### src/hw/status_report_pkg.sv
package status_report_pkg;
  localparam int BYTE_W = 8;
  // status byte bit positions
  localparam int SB_EXT = 1;
  localparam int SB_ERR = 2;
  localparam int SB_MSG = 4;
  localparam int SB_STD = 5;
  localparam int SB_RQS = 6;
  // standard event bit positions
  localparam int SE_OPC = 0;
  localparam int SE_QYE = 2;
  localparam int SE_DDE = 3;
  localparam int SE_EXE = 4;
  localparam int SE_CME = 5;
  localparam int SE_PON = 7;
  localparam logic [7:0] MASK_RESET = 8'h00;
  localparam logic [7:0] EVENT_RESET = 8'h00;

  // one-cycle event pulses from the command engine
  typedef struct packed {
    logic operation_complete;
    logic query_error;
    logic device_specific_error;
    logic execution_error;
    logic command_syntax_error;
    logic power_on_event;
  } std_events_s;

  // one-cycle command strobes from the remote controller side
  typedef struct packed {
    logic stb_query;
    logic serial_poll;
    logic esr_query;
    logic clear_status;
    logic after_terminator;
    logic sre_write;
    logic ese_write;
    logic [7:0] wdata;
  } cmd_s;
endpackage

### src/hw/status_report_aggregator.sv
`timescale 1ns/1ns
`default_nettype none
module status_report_aggregator
  import status_report_pkg::*;
#(
  parameter int EXT_W = 16
) (
  input wire logic mclk,
  input wire logic rst_n,
  input wire std_events_s std_ev,
  input wire cmd_s cmd,
  input wire logic [EXT_W-1:0] ext_event,
  input wire logic [EXT_W-1:0] ext_enable,
  input wire logic error_queue_nonempty,
  input wire logic output_queue_nonempty,
  output logic flush_output_queue,
  output logic service_request,
  output logic [7:0] reply_data_q,
  output logic reply_valid_q,
  output logic [7:0] service_enable_q,
  output logic [7:0] event_enable_q,
  output logic [7:0] status_summary_byte,
  output logic [7:0] standard_event_flags_q
);
  // the extended summary is an or-reduce of the masked events, so any width from one up serves
  if (EXT_W < 1) begin : g_ext_w_check
    $error("EXT_W must be at least 1");
  end

  // command strobes taken apart, so the logic below reads plainly
  logic do_stb_query;
  logic do_serial_poll;
  logic do_esr_query;
  logic do_clear_status;
  logic at_terminator;
  logic do_sre_write;
  logic do_ese_write;
  logic [7:0] write_byte;

  // event pulses taken apart
  logic ev_operation_complete;
  logic ev_query_error;
  logic ev_device_error;
  logic ev_execution_error;
  logic ev_syntax_error;
  logic ev_power_on;

  // event register helpers
  logic [7:0] std_set;
  logic event_clear;
  logic [7:0] event_masked;

  // status byte helpers
  logic ext_summary;
  logic std_event_summary;
  logic error_available;
  logic message_available;
  logic [7:0] sb_low;
  logic [7:0] sb_enabled;
  logic master_summary_bit;

  // request flag helpers
  logic msb_q;
  logic msb_rise;
  logic flag_clear;
  logic request_service_flag_q;

  // reply helpers
  logic any_query;
  logic [7:0] poll_byte;
  logic [7:0] reply_d;

  // command fields; only one strobe per cycle is expected
  assign do_stb_query = cmd.stb_query;
  assign do_serial_poll = cmd.serial_poll;
  assign do_esr_query = cmd.esr_query;
  assign do_clear_status = cmd.clear_status;
  assign at_terminator = cmd.after_terminator;
  assign do_sre_write = cmd.sre_write;
  assign do_ese_write = cmd.ese_write;
  assign write_byte = cmd.wdata;

  // event pulses, each high for one cycle
  assign ev_operation_complete = std_ev.operation_complete;
  assign ev_query_error = std_ev.query_error;
  assign ev_device_error = std_ev.device_specific_error;
  assign ev_execution_error = std_ev.execution_error;
  assign ev_syntax_error = std_ev.command_syntax_error;
  assign ev_power_on = std_ev.power_on_event;

  // gather event pulses into their bit slots; bits 1 and 6 never set
  always_comb begin
    std_set = '0;
    std_set[SE_OPC] = ev_operation_complete;
    std_set[SE_QYE] = ev_query_error;
    std_set[SE_DDE] = ev_device_error;
    std_set[SE_EXE] = ev_execution_error;
    std_set[SE_CME] = ev_syntax_error;
    std_set[SE_PON] = ev_power_on;
  end

  // a read and a clear-status empty the register alike
  assign event_clear = do_esr_query | do_clear_status;

  // clear on read or clear-status; a new event in the same cycle survives,
  // since losing it would hide an error that the controller never saw
  always_ff @(posedge mclk or negedge rst_n) begin
    if (!rst_n) begin
      standard_event_flags_q <= EVENT_RESET;
    end else if (event_clear) begin
      standard_event_flags_q <= std_set;
    end else begin
      standard_event_flags_q <= standard_event_flags_q | std_set;
    end
  end

  // service request mask, full byte so any 0..255 value fits and reads back
  always_ff @(posedge mclk or negedge rst_n) begin
    if (!rst_n) begin
      service_enable_q <= MASK_RESET;
    end else if (do_sre_write) begin
      service_enable_q <= write_byte;
    end
  end

  // standard event mask, same width and reset as the service mask
  always_ff @(posedge mclk or negedge rst_n) begin
    if (!rst_n) begin
      event_enable_q <= MASK_RESET;
    end else if (do_ese_write) begin
      event_enable_q <= write_byte;
    end
  end

  // summaries of the masked registers and the queue levels
  assign ext_summary = |(ext_event & ext_enable);
  assign event_masked = standard_event_flags_q & event_enable_q;
  assign std_event_summary = |event_masked;
  assign error_available = error_queue_nonempty;
  assign message_available = output_queue_nonempty;

  // summary byte without bit 6; unused bits stay zero
  always_comb begin
    sb_low = '0;
    sb_low[SB_EXT] = ext_summary;
    sb_low[SB_ERR] = error_available;
    sb_low[SB_MSG] = message_available;
    sb_low[SB_STD] = std_event_summary;
  end

  // bit 6 of sb_low is always zero, so it never feeds itself
  assign sb_enabled = sb_low & service_enable_q;
  assign master_summary_bit = |sb_enabled;

  // the status byte a status query sees: bit 6 is the master summary
  always_comb begin
    status_summary_byte = sb_low;
    status_summary_byte[SB_RQS] = master_summary_bit;
  end

  // last cycle's summary, for the rise detector
  always_ff @(posedge mclk or negedge rst_n) begin
    if (!rst_n) begin
      msb_q <= 1'b0;
    end else begin
      msb_q <= master_summary_bit;
    end
  end

  assign msb_rise = master_summary_bit & ~msb_q;
  assign flag_clear = do_serial_poll | ~master_summary_bit;

  // poll clears, but a fresh rise wins so a new request is never lost
  always_ff @(posedge mclk or negedge rst_n) begin
    if (!rst_n) begin
      request_service_flag_q <= 1'b0;
    end else if (msb_rise) begin
      request_service_flag_q <= 1'b1;
    end else if (flag_clear) begin
      request_service_flag_q <= 1'b0;
    end
  end

  // service request follows the flag, which only rises with bit 6
  assign service_request = request_service_flag_q;

  // a serial poll shows the flag in bit 6 instead of the summary
  always_comb begin
    poll_byte = sb_low;
    poll_byte[SB_RQS] = request_service_flag_q;
  end

  // reply data holds its value until the next query
  always_comb begin
    reply_d = reply_data_q;
    if (do_stb_query) begin
      reply_d = status_summary_byte;
    end else if (do_serial_poll) begin
      reply_d = poll_byte;
    end else if (do_esr_query) begin
      reply_d = standard_event_flags_q;
    end
  end

  assign any_query = do_stb_query | do_serial_poll | do_esr_query;

  // answer data registered one cycle after the strobe
  always_ff @(posedge mclk or negedge rst_n) begin
    if (!rst_n) begin
      reply_data_q <= '0;
    end else begin
      reply_data_q <= reply_d;
    end
  end

  // answer valid stands for exactly one cycle per query
  always_ff @(posedge mclk or negedge rst_n) begin
    if (!rst_n) begin
      reply_valid_q <= 1'b0;
    end else begin
      reply_valid_q <= any_query;
    end
  end

  // only a clear-status right after a terminator empties the output queue;
  // a plain clear-status leaves queued answers in place
  assign flush_output_queue = do_clear_status & at_terminator;
endmodule
`default_nettype wire

### config.mk
export PLATFORM = sky130hd
export DESIGN_NAME = status_report_aggregator
export DESIGN_NICKNAME = d
export VERILOG_FILES = /design/src/hw/status_report_pkg.sv /design/src/hw/status_report_aggregator.sv
export SDC_FILE = /design/constraint.sdc
export NUM_CORES = 1
export LEC_CHECK = 0
export BUFFER_PORTS_ARGS = -buffer_cell sky130_fd_sc_hd__buf_4
export CAP_MARGIN = 20
export CORE_MARGIN = 3
export CORE_UTILIZATION = 44
export CTS_CLUSTER_DIAMETER = 120
export DETAILED_ROUTE_END_ITERATION = 7
export PLACE_DENSITY = 0.85
export SYNTH_ARGS = -nofsm -noshare
export SYNTH_HDL_FRONTEND = slang
export SYNTH_SLANG_ARGS = --single-unit
### constraint.sdc
create_clock -name mclk -period 3.6 [get_ports mclk]
set_input_delay 0.18 -clock mclk [delete_from_list [all_inputs] [get_ports mclk]]
set_output_delay 0.18 -clock mclk [all_outputs]
set_load 0.01 [all_outputs]
# ---- Word-level counts from Yosys, hierarchy flattened
# Cells that the tools add are included.
# Widths: inputs -> output; s select.
dict set report word_totals {
  regBits 35
  input_bits 57
  out_inout_bits 43
  elab_cells 30
}
dict set report op_classes {
  mux 6
  n_bitwise 12
  reduce_logical 5
}
# operator count
set op_table {}
lappend op_table {{$mux 8} 4}
lappend op_table {{$and 16x16->16} 1}
lappend op_table {{$reduce_or 16->1} 1}
lappend op_table {{$reduce_or 8->1} 2}
lappend op_table {{$and 6x8->8} 1}
lappend op_table {{$and 8x8->8} 1}
lappend op_table {{$or 8x8->8} 1}
lappend op_table {{$or 1x1->1} 4}
lappend op_table {{$reduce_bool 3->1} 1}
lappend op_table {{$and 1x1->1} 2}
lappend op_table {{$mux 1} 2}
lappend op_table {{$not 1->1} 2}
lappend op_table {{$reduce_bool 2->1} 1}

# ---- Logic depth before layout (Yosys ltp)
# Gate-level depths: netlist of the first run.
dict set report logic_depth {
  ltp_word 8
  mapped_depth 6
  mapped_depth_nobuf 5
}

# ---- Worst setup path after synthesis of the first run
# Ideal clock, no wire load.
dict set report synth_path {
  kind {register -> output}
  start {reg standard_event_flags_q[5]}
  end {out status_summary_byte[6]}
  arrival_ns 1.421
  required_time_ns 3.420
  setup_slack_ns 1.999
  stages_incl_launch_ff 7
  path_buffers 1
  cell_sequence {dfrtp_1 -> a22oi_1 -> nand3_1 -> a222oi_1 -> a21boi_2 -> inv_1 -> buf_4}
}
dict set report synth_between {
  elab_chain_len 4
}
# element line
set synth_lines {}
lappend synth_lines {{start: declaration} status_report_aggregator.sv:23} ;# output logic [7:0] standard_event_flags_q
lappend synth_lines {{start signal: assignment} status_report_aggregator.sv:111} ;# standard_event_flags_q <= std_set;
lappend synth_lines {{start signal: assignment} status_report_aggregator.sv:113} ;# standard_event_flags_q <= standard_event_flags_q | std_set;
lappend synth_lines {{$and 8x8->8} status_report_aggregator.sv:137} ;# assign event_masked = standard_event_flags_q & event_enable_q;
lappend synth_lines {{$reduce_or 8->1} status_report_aggregator.sv:138} ;# assign std_event_summary = |event_masked;
lappend synth_lines {{net std_event_summary} status_report_aggregator.sv:55} ;# logic std_event_summary;
lappend synth_lines {{$and 6x8->8} status_report_aggregator.sv:152} ;# assign sb_enabled = sb_low & service_enable_q;
lappend synth_lines {{$reduce_or 8->1} status_report_aggregator.sv:153} ;# assign master_summary_bit = |sb_enabled;
lappend synth_lines {{end: declaration} status_report_aggregator.sv:22} ;# output logic [7:0] status_summary_byte,
# The timed path passes the listed nets, and every way through them passes these cells.

# ---- Worst setup path after layout of the first run
dict set report layout_path {
  start {reg standard_event_flags_q[2]}
  end {out status_summary_byte[6]}
}
dict set report layout_between {
  elab_chain_len 4
}
# element line
set layout_lines {}
lappend layout_lines {{$and 8x8->8} status_report_aggregator.sv:137}
lappend layout_lines {{$reduce_or 8->1} status_report_aggregator.sv:138}
lappend layout_lines {{$and 6x8->8} status_report_aggregator.sv:152}
lappend layout_lines {{$reduce_or 8->1} status_report_aggregator.sv:153}
# Every way passes these cells.

==> impl_results.md, run 1 <==
- Outcome: finished clean
- Number of synthesized flops with an enable pin: 0
- Post-synth cell types: 23
- DR iter-0 viols: 69
- Routed Antenna Nets: 0
- Setup TNS: 0 ns
- Fmax: 0.479 GHz
- Synth Area in Compound Gates: 13.8%
- Final min period: 2.09 ns
- GP Congestion: 0.777
- Max H-tree Level: 2
- Post-synth ARST share: 100%
- Seq cells post-synth: 33
- Fin worst setup slack: 1.51 ns
- Rows: 20
- Cell Pwr Density: 391 mW/mm²
- GRT overflow: 0
- Initial Utilization: 46.8%
- Area Growth Syn to Fin: 53.0%
- HPWL Detailed: 3430 µm
- Die H: 63.2 µm
- Share of cells above drive strength 1: 58.3%
- Final #Nets: 262
- Cell area after synthesis: 0.00144 mm²
- RSZ-0062 raised after global routing: no
- Die span in x: 63.2 µm
- Total iterations of the first detailed-routing run: 4
- PostCTS Resize Cnt: 0
- CP startpoint kind: flop
- Worst setup EP type: output pin
- Dpl ws: 1.87 ns
- Drt drc: 0
- Final Cell Area: 0.00221 mm²
- CTS Buf Count: 5
- Slowest stage delay, CP: 0.42 ns
- Critical path peak fanout: 4
- Synth Flop Type: dfrtp_1
- Vias in the first global route: 1343
- Largest net degree at the start of global routing: 34
- Most common cell in the synthesized netlist: dfrtp_1
- Hold Path Class: in2reg
- Setup violations, final: 0
- Multi-input logic area: 536 µm²
- Yosys warnings: 0
- DR WL/cell: 16.6 µm
- Clock transition at path regs: 0.10 ns
- Vias/cell: 5.07
- Final Hold Vio Count: 0
- DIE AREA: 0.00400 mm²
- Final period utilization: 58.0%
- Avg Inst Size Synth: 12.8 µm²
- Ant. Diodes: 0
- Register area: 826 µm²
- Seq/Total Area, Yosys: 57.3%
- Main combinational cell family by area after synthesis: multiplexers
- Synth top cells by count: dfrtp_1, mux2_2, buf_4
- Leak: 1.10 nW
- Worst Path Buf+Inv: 2
- Filler cells: 221
- Cell taking the most area after synthesis: dfrtp_1
- First-pass GRT wire length: 6580 µm
- Worst clock skew: 0.00573 ns
- Top delay family on crit path: compound AO/OA/AOI/OAI gates
- Placed Area: 0.00213 mm²
- Post-Synth Adder-Cell Area: 0%
- Crit-path cells: a22oi_1, nand3_1, a222oi_1, a21boi_2, inv_1, buf_4
- Met3 usage: 6.42%
- Total Routed Length: 4160 µm
- Area share of the largest cell type after synthesis: 57.3%
- Clock root cell: clkbuf_4
- Final Max Tran Viols: 0
- Vias post-DR: 1267
- Worst EP required: 3.42 ns
- Overall Global Routing Usage: 21.5%
- Critical Path AT: 1.91 ns
- Post-synthesis mux area share: 16.7%
- CTS tree: built
- Xor and xnor area share after synthesis: 0%
- Most Used Layer, Global Route: met2
- Clk sinks: 33
- Synth Instances: 113
- Clock latency at the later pin of the worst-skew pair: 0.32 ns
- Slowest stage cell, crit path: dfrtp_1
- Synth top area cells: dfrtp_1, mux2_2, buf_4
- Clk buf depth: 2
- Max Cap Viol: 0
- Critical path class: reg2out
- Grt met2 use: 39.8%
- Worst VDD drop: 305 µV
- Ports: 100
- Port Buffer Count: 94
- Core Footprint: 0.00308 mm²
- Simple-Gate Fraction of Synth Area: 5.38%
- Number of antenna violations at the first check in global routing: 0
- M1 GR Usage: 23.4%
-- kinds of logic (layout without fill, tap and decap cells) --
logic type	Yosys count	in the layout
other	1	5
DFF	33	33
and+or+nand+nor	16	16
AOI/OAI and AO/OA	26	26
buffers and inverters	15	104
muxes	22	22
-- flip-flops by register name, summed over array words and instances (netlist names) --
name,flops
event_enable_q,8
reply_valid_q,1
reply_data_q,8
service_enable_q,8
service_request,1
standard_event_flags_q,6
msb_q,1
-- path summary, 6_finish.rpt --
path | start | endpoint | slack [ns] | cells after the start
worst max-delay path | standard_event_flags_q[2] | status_summary_byte[6] | 1.51 | 6
worst min register to register | msb_q | service_request | 0.42 | 1
min in group asynchronous | rst_n | event_enable_q[1] | 0.32 | 2
worst max register to register | standard_event_flags_q[2] | reply_data_q[6] | 2.02 | 5
max in group asynchronous | rst_n | msb_q | 2.99 | 2
worst min-delay path | std_ev[5] | standard_event_flags_q[0] | 0.03 | 2
-- per-layer routing --
metal | vias to the layer above | routed length [µm]
met3 | 8 | 310
met1 | 616 | 1510
met5 | - | 0
met2 | 60 | 2270
li1 | 583 | -
met4 | 0 | 65
-- layout by cell type, fill, tap and decap left out --
cell and instances:
nor3_1 3, dfrtp_1 33, nand4_1 1, or3_1 1, a222oi_1 1, a21boi_2 1, nor2_1 7, mux2i_1 6
inv_1 1, a21oi_1 6, conb_1 5, mux2_2 16, a21o_2 1, a22o_1 4, nand2b_1 2, a221oi_1 5
clkbuf_8 2, dlygate4sd3_1 1, and2_1 1, nand3_1 1, buf_4 94, clkbuf_4 5, a21o_1 5, a22oi_1 3
clkinv_2 1
-- per-stage QoR --
| stage | power [W] | util, % | instances | hold slack (ns) |
|---|---|---|---|---|
| after floorplan | 0.000516 | - | 117 | -0.116 |
| after global placement | 0.000631 | 69.1 | 241 | 0.134 |
| after detailed placement | 0.000638 | 69.1 | 241 | 0.137 |
| after CTS | 0.000868 | 71.7 | 250 | 0.0238 |
| after global routing | 0.000903 | 71.7 | 250 | 0.0130 |
| final | 0.000862 | 71.7 | 250 | 0.0322 |
-- report_power, final --
part	total, W	internal [W]	switching [W]
sequential	0.000429	0.000403	0.0000259
combinational	0.000202	0.000118	0.0000831
clock	0.000231	0.000113	0.000118
total	0.000862	0.000635	0.000227
-- layout make-up --
| cell class | instances | share of cell area [%] |
|---|---|---|
| Clock buffer | 7 | 2.95 |
| Timing Repair Buffer | 95 | 32.4 |
| Multi-Input combinational cell | 69 | 24.3 |
| Tap cell | 44 | 2.50 |
| Inverter | 1 | 0.170 |
| Sequential cell | 33 | 37.4 |
| Clock inverter | 1 | 0.227 |
-- what timing repair did --
item / CTS / global route
buffers inserted: 0 / 0
hold buffers: 1 / 0
hold endpoints to repair: 33 / 0
setup endpoints to repair: 0 / 0
(Power assumes the default switching activity.)
==> run 2: changes to the inputs <==
--- a/config.mk
+++ b/config.mk
@@ -8,10 +8,10 @@
 export BUFFER_PORTS_ARGS = -buffer_cell sky130_fd_sc_hd__buf_4
 export CAP_MARGIN = 20
 export CORE_MARGIN = 3
-export CORE_UTILIZATION = 44
+export CORE_UTILIZATION = 37
 export CTS_CLUSTER_DIAMETER = 120
 export DETAILED_ROUTE_END_ITERATION = 7
-export PLACE_DENSITY = 0.85
+export PLACE_DENSITY = 0.76
 export SYNTH_ARGS = -nofsm -noshare
 export SYNTH_HDL_FRONTEND = slang
 export SYNTH_SLANG_ARGS = --single-unit
==> constraint.sdc (replaced) <==
create_clock -name mclk -period 1.9 [get_ports mclk]
set_input_delay 0.095 -clock mclk [delete_from_list [all_inputs] [get_ports mclk]]
set_output_delay 0.095 -clock mclk [all_outputs]
set_load 0.01 [all_outputs]
==> impl_results.md, run 2 (same netlist as run 1, synthesis figures left out) <==
- Outcome: finished clean (unchanged)
- Max H-tree Level: 2 (unchanged)
- Critical Path AT: 1.68 ns (was 1.91 ns)
- RSZ-0062 raised after global routing: yes (was no)
- Share of cells above drive strength 1: 60.0% (was 58.3%)
- Multi-input logic area: 556 µm² (was 536 µm²)
- Final Max Tran Viols: 0 (unchanged)
- Critical path class: reg2out (unchanged)
- Reg2reg setup slack: 0.40 ns (was 2.02 ns)
- GRT overflow: 0 (unchanged)
- Cell Pwr Density: 801 mW/mm² (was 391 mW/mm²)
- Flop pwr share: 42.3% (was 49.8%)
- R2r worst-path depth: 6 (was 5)
- Clk pwr share: 35.7% (was 26.8%)
- Initial Utilization: 38.8% (was 46.8%)
- Clock root cell: clkbuf_8 (was clkbuf_4)
- Worst EP required: 1.80 ns (was 3.42 ns)
- Worst VDD drop: 550 µV (was 305 µV)
- Hold depth: 2 (unchanged)
- Leak: 1.19 nW (was 1.10 nW)
- Critical Path Sink: status_summary_byte[6] (unchanged)
- Vias/cell: 4.89 (was 5.07)
- Setup TNS: 0 ns (unchanged)
- Area Growth Syn to Fin: 66.8% (was 53.0%)
- Net Switching: 0.000480 W (was 0.000227 W)
- PnR Total Power: 0.00193 W (was 0.000862 W)
- Ant. Diodes: 0 (unchanged)
- Reg-to-reg endpoint: reply_data_q[6] (unchanged)
- Register area: 826 µm² (unchanged)
- Worst clock skew: 0.00662 ns (was 0.00573 ns)
- Port Buffer Count: 94 (unchanged)
- Fin worst setup slack: 0.124 ns (was 1.51 ns)
- Filler cells: 291 (was 221)
- GP Congestion: 0.782 (was 0.777)
- Final min period: 1.78 ns
- Final #Nets: 276 (was 262)
- Clk sinks: 33 (unchanged)
- Most common cell after layout, fill and taps aside: buf_4 (unchanged)
- Die H: 68.4 µm (was 63.2 µm)
- Total iterations of the first detailed-routing run: 4 (unchanged)
- Hold Path Class: in2reg (unchanged)
- First-pass GRT wire length: 6620 µm (was 6580 µm)
- Final Core Density: 64.7% (was 71.7%)
- Final Cell Area: 0.00240 mm² (was 0.00221 mm²)
- Critical path peak fanout: 3 (was 4)
- Dpl ws: 0.273 ns (was 1.87 ns)
- Largest net degree at the start of global routing: 34 (unchanged)
- FF-to-FF Start: event_enable_q[5] (was standard_event_flags_q[2])
- Fmax: 0.563 GHz
- Number of antenna violations at the first check in global routing: 0 (unchanged)
- CP startpoint kind: flop (unchanged)
- Power share of the combinational group: 22.0% (was 23.4%)
- Core Footprint: 0.00372 mm² (was 0.00308 mm²)
- Rows: 22 (was 20)
- Worst setup EP type: output pin (unchanged)
- Internal power: 0.00145 W (was 0.000635 W)
- Vias in the first global route: 1392 (was 1343)
- Final Hold Vio Count: 0 (unchanged)
- Clk buf depth: 2 (unchanged)
- Net Sw Frac: 24.9% (was 26.3%)
- Relative slew slack: 65.1%
- Most frequent cells in the layout: buf_4, dfrtp_1, mux2_2, nor2_1, dlygate4sd3_1 (was buf_4, dfrtp_1, mux2_2, nor2_1)
- Clock transition at path regs: 0.07 ns (was 0.10 ns)
- Final period utilization: 93.5%
- DR iter-0 viols: 61 (was 69)
- Max Cap Viol: 0 (unchanged)
- Drt drc: 0 (unchanged)
- Clock latency at the later pin of the worst-skew pair: 0.29 ns (was 0.32 ns)
- DIE AREA: 0.00468 mm² (was 0.00400 mm²)
- CTS tree: built (unchanged)
- Worst slew pin tran: 0.522 ns
- CTS Buf Count: 5 (unchanged)
- Largest regs: event_enable_q (8), reply_data_q (8), service_enable_q (8) (unchanged)
- DR WL/cell: 16.7 µm (was 16.6 µm)
- Ports: 100 (unchanged)
- Routed Antenna Nets: 0 (unchanged)
- Placed Area: 0.00213 mm² (about the same)
- Overall Global Routing Usage: 19.7% (was 21.5%)
- Die span in x: 68.4 µm (was 63.2 µm)
- Total Routed Length: 4490 µm (was 4160 µm)
- Vias post-DR: 1311 (was 1267)
- Setup violations, final: 0 (unchanged)
- HPWL Detailed: 3470 µm (was 3430 µm)
- Worst setup path start: event_enable_q[5] (was standard_event_flags_q[2])
-- run 2: cell count changes in the layout (fill, tap and decap cells not counted), sizes merged --
cell         delta
clkinvlp        +1
buf             +8
bufinv          +1
clkinv          -1
dlygate4sd3     +6
clkbuf          -1
-- run 2: critical path, cell delays in order (launching register included) --
cell and delay, ns:
dfrtp_1 0.41, a22oi_2 0.20, nand3_2 0.09, a222oi_1 0.27, a21boi_2 0.22, inv_1 0.08
buf_6 0.12
-- run 2: metrics by stage --
stage	hold WS (ns)	std cells
floorplan	-0.201	117
global placement	0.0524	245
detailed placement	0.0626	245
CTS	0.00346	262
global route	0.0109	268
finish	0.0174	268
-- run 2: power by group through the flow --
stage / Combinational [W] / Clock (W) / Sequential (W)
CTS: 0.000404 / 0.000703 / 0.000814
floorplan: 0.000133 / 0 / 0.000845
global placement: 0.000377 / 0 / 0.000821
finish: 0.000423 / 0.000687 / 0.000815
global route: 0.000459 / 0.000734 / 0.000823
detailed placement: 0.000384 / 0 / 0.000826
-- run 2: worst min path at each step --
stage / to / slack [ns] / from
6_report: reply_data_q[3] / 0.02 / cmd[14]
3_5_place_dp: event_enable_q[6] / 0.06 / rst_n
5_1_grt: reply_data_q[7] / 0.01 / cmd[14]
2_1_floorplan: event_enable_q[0] / -0.20 / rst_n
4_1_cts: reply_data_q[7] / 0.003 / cmd[14]
3_3_place_gp: event_enable_q[6] / 0.05 / rst_n
-- run 2: routing by layer --
metal	routed length (µm)	track usage, %	vias to the layer above	part of all wire, %
met4	119	8.44	0	2.7
met2	2320	33.0	59	52
li1	-	-	607	-
met3	355	7.39	13	7.9
met1	1690	22.3	632	38
met5	0	0	-	0
-- run 2: final cells by class --
| cell class | count | area share (%) |
|---|---|---|
| clock buffer | 6 | 3.43 |
| sequential | 33 | 34.3 |
| multi-input combinational | 69 | 23.1 |
| inverter | 1 | 0.156 |
| tap | 48 | 2.50 |
| timing repair buffer | 109 | 34.9 |
| clock inverter | 2 | 1.56 |
-- run 2: repair_timing --
item                                   4_1_cts  5_1_grt
pin swaps                                    0        4
setup buffers                                2        6
endpoints found under the hold margin       39        0
resized for setup                            0        5
hold buffers                                 7        0
setup endpoints to repair                    1        1
==> run 3: changes to the inputs <==
--- a/config.mk
+++ b/config.mk
@@ -7,7 +7,6 @@
 export LEC_CHECK = 0
 export BUFFER_PORTS_ARGS = -buffer_cell sky130_fd_sc_hd__buf_4
 export CAP_MARGIN = 20
-export CORE_MARGIN = 3
 export CORE_UTILIZATION = 37
 export CTS_CLUSTER_DIAMETER = 120
 export DETAILED_ROUTE_END_ITERATION = 7
==> impl_results.md, run 3 (same netlist as run 1, synthesis figures left out) <==
- Critical path peak fanout: 3 (unchanged)
- Clk buf depth: 2 (unchanged)
- Filler cells: 299 (was 291)
- Worst clock skew: 0.00299 ns (was 0.00662 ns)
- Most common cell after layout, fill and taps aside: buf_4 (unchanged)
- Worst EP required: 1.80 ns (about the same)
- Die H: 64.4 µm (was 68.4 µm)
- Largest regs: event_enable_q (8), reply_data_q (8), service_enable_q (8) (unchanged)
- GRT overflow: 0 (unchanged)
- Final min period: 1.83 ns (was 1.78 ns)
- Worst setup EP type: output pin (unchanged)
- Clock transition at path regs: 0.06 ns (was 0.07 ns)
- Power share of the combinational group: 23.5% (was 22.0%)
- Overall Global Routing Usage: 21.1% (was 19.7%)
- Crit-path cells: a22oi_2, nand3_2, a222oi_1, a21boi_2, inv_1, buf_4 (was a22oi_2, nand3_2, a222oi_1, a21boi_2, inv_1, buf_6)
- CTS Buf Count: 5 (unchanged)
- Cell Pwr Density: 751 mW/mm² (was 801 mW/mm²)
- Worst VDD drop: 612 µV (was 550 µV)
- Max Cap Viol: 0 (unchanged)
- DIE AREA: 0.00415 mm² (was 0.00468 mm²)
- Routed Antenna Nets: 0 (unchanged)
- Max H-tree Level: 2 (unchanged)
- HPWL Detailed: 3120 µm (was 3470 µm)
- Ports: 100 (unchanged)
- Vias/cell: 4.96 (was 4.89)
- DR iter-0 viols: 54 (was 61)
- Slowest stage cell, crit path: dfrtp_1 (unchanged)
- Share of cells above drive strength 1: 59.8% (was 60.0%)
- Vias in the first global route: 1340 (was 1392)
- Final Hold Vio Count: 0 (unchanged)
- Hold depth: 2 (unchanged)
- Fin worst setup slack: 0.0717 ns (was 0.124 ns)
- Most Used Layer, Global Route: met2 (unchanged)
- R2r worst-path depth: 6 (unchanged)
- Setup TNS: 0 ns (unchanged)
- Clock latency at the later pin of the worst-skew pair: 0.28 ns (was 0.29 ns)
- Slowest stage delay, CP: 0.40 ns (was 0.41 ns)
- Fmax: 0.547 GHz (was 0.563 GHz)
- Multi-input logic area: 556 µm² (unchanged)
- Largest net degree at the start of global routing: 34 (unchanged)
- Area Growth Syn to Fin: 61.1% (was 66.8%)
- Clock root cell: clkbuf_8 (unchanged)
- Grt met2 use: 33.3% (was 33.0%)
- Initial Utilization: 39.1% (was 38.8%)
- M1 GR Usage: 24.7% (was 22.3%)
- Met3 usage: 7.39% (about the same)
- Ant. Diodes: 0 (unchanged)
- # placed instances: 245 (unchanged)
- Flop pwr share: 46.9% (was 42.3%)
- Clk sinks: 33 (unchanged)
- Leak: 1.15 nW (was 1.19 nW)
- First-pass GRT wire length: 6420 µm (was 6620 µm)
- PnR Total Power: 0.00174 W (was 0.00193 W)
- Critical path class: reg2out (unchanged)
- Total Routed Length: 4100 µm (was 4490 µm)
- Most frequent cells in the layout: buf_4, dfrtp_1, mux2_2, nor2_1 (was buf_4, dfrtp_1, mux2_2, nor2_1, dlygate4sd3_1)
- Outcome: finished clean (unchanged)
- Rows: 22 (unchanged)
- Core Footprint: 0.00369 mm² (was 0.00372 mm²)
- Dpl ws: 0.295 ns (was 0.273 ns)
- Clk pwr share: 29.6% (was 35.7%)
- Final Max Tran Viols: 0 (unchanged)
- Final #Nets: 271 (was 276)
- Total iterations of the first detailed-routing run: 4 (unchanged)
- Final Hold Slack: 0.00282 ns (was 0.0174 ns)
- Setup violations, final: 0 (unchanged)
- Vias post-DR: 1299 (was 1311)
- CTS tree: built (unchanged)
- Number of antenna violations at the first check in global routing: 0 (unchanged)
- Internal power: 0.00130 W (was 0.00145 W)
- Critical Path AT: 1.73 ns (was 1.68 ns)
- Net Sw Frac: 25.6% (was 24.9%)
- Net Switching: 0.000447 W (was 0.000480 W)
- Non-filler instance count after layout: 262 (was 268)
- Final period utilization: 96.2% (was 93.5%)
- Hold Path Class: in2reg (unchanged)
- Drt drc: 0 (unchanged)
- Die span in x: 64.4 µm (was 68.4 µm)
- CP startpoint kind: flop (unchanged)
- GP Congestion: 0.806 (was 0.782)
- DR WL/cell: 15.6 µm (was 16.7 µm)
- Port Buffer Count: 94 (unchanged)
- Register area: 826 µm² (unchanged)
[run 3: final timing paths]
kind                                      startpoint                   endpoint  slack (ns)
max in group asynchronous                      rst_n  standard_event_flags_q[4]        1.32
min in group asynchronous                      rst_n        service_enable_q[6]        0.29
min reg2reg                                    msb_q            service_request        0.42
max                        standard_event_flags_q[4]     status_summary_byte[6]        0.07
max reg2reg                standard_event_flags_q[4]            reply_data_q[6]        0.36
min                                        std_ev[5]  standard_event_flags_q[0]       0.003
[run 3: layer usage]
| metal | wire length [µm] | up-vias |
|---|---|---|
| li1 | - | 602 |
| met1 | 1610 | 618 |
| met2 | 2000 | 63 |
| met3 | 301 | 16 |
| met4 | 182 | 0 |
| met5 | 0 | - |
[run 3: through the flow]
step	util (%)	instance area, µm²
floorplan	-	1460
global placement	57.8	2130
detailed placement	57.8	2130
CTS	61.4	2260
global route	63.0	2320
finish	63.0	2320
[run 3: what timing repair did]
item,4_1_cts,5_1_grt
hold endpoints to repair,36,0
setup endpoints to repair,1,1
resized for setup,0,4
pin swaps,0,5
hold buffers,4,0
setup buffers,1,5
[run 3: critical path, delay by kind of cell (launching register included)]
family                 cells  cell delay [ns]
AND/OR/NAND/NOR            1             0.11
buffers and inverters      2             0.22
flip-flops                 1             0.40
AO/OA/AOI/OAI              3             0.73
[run 3: power by group through the flow]
stage / Combinational, W / Clock [W] / Sequential (W)
global route: 0.000442 / 0.000560 / 0.000828
floorplan: 0.000133 / 0 / 0.000845
detailed placement: 0.000382 / 0 / 0.000827
finish: 0.000411 / 0.000516 / 0.000818
global placement: 0.000375 / 0 / 0.000822
CTS: 0.000392 / 0.000529 / 0.000815
[run 3: final cells by class]
type | count | share of cell area (%)
multi-input combinational | 69 | 23.9
inverter | 1 | 0.162
clock buffer | 7 | 3.72
sequential | 33 | 35.6
timing repair buffer | 104 | 34.1
tap | 48 | 2.59
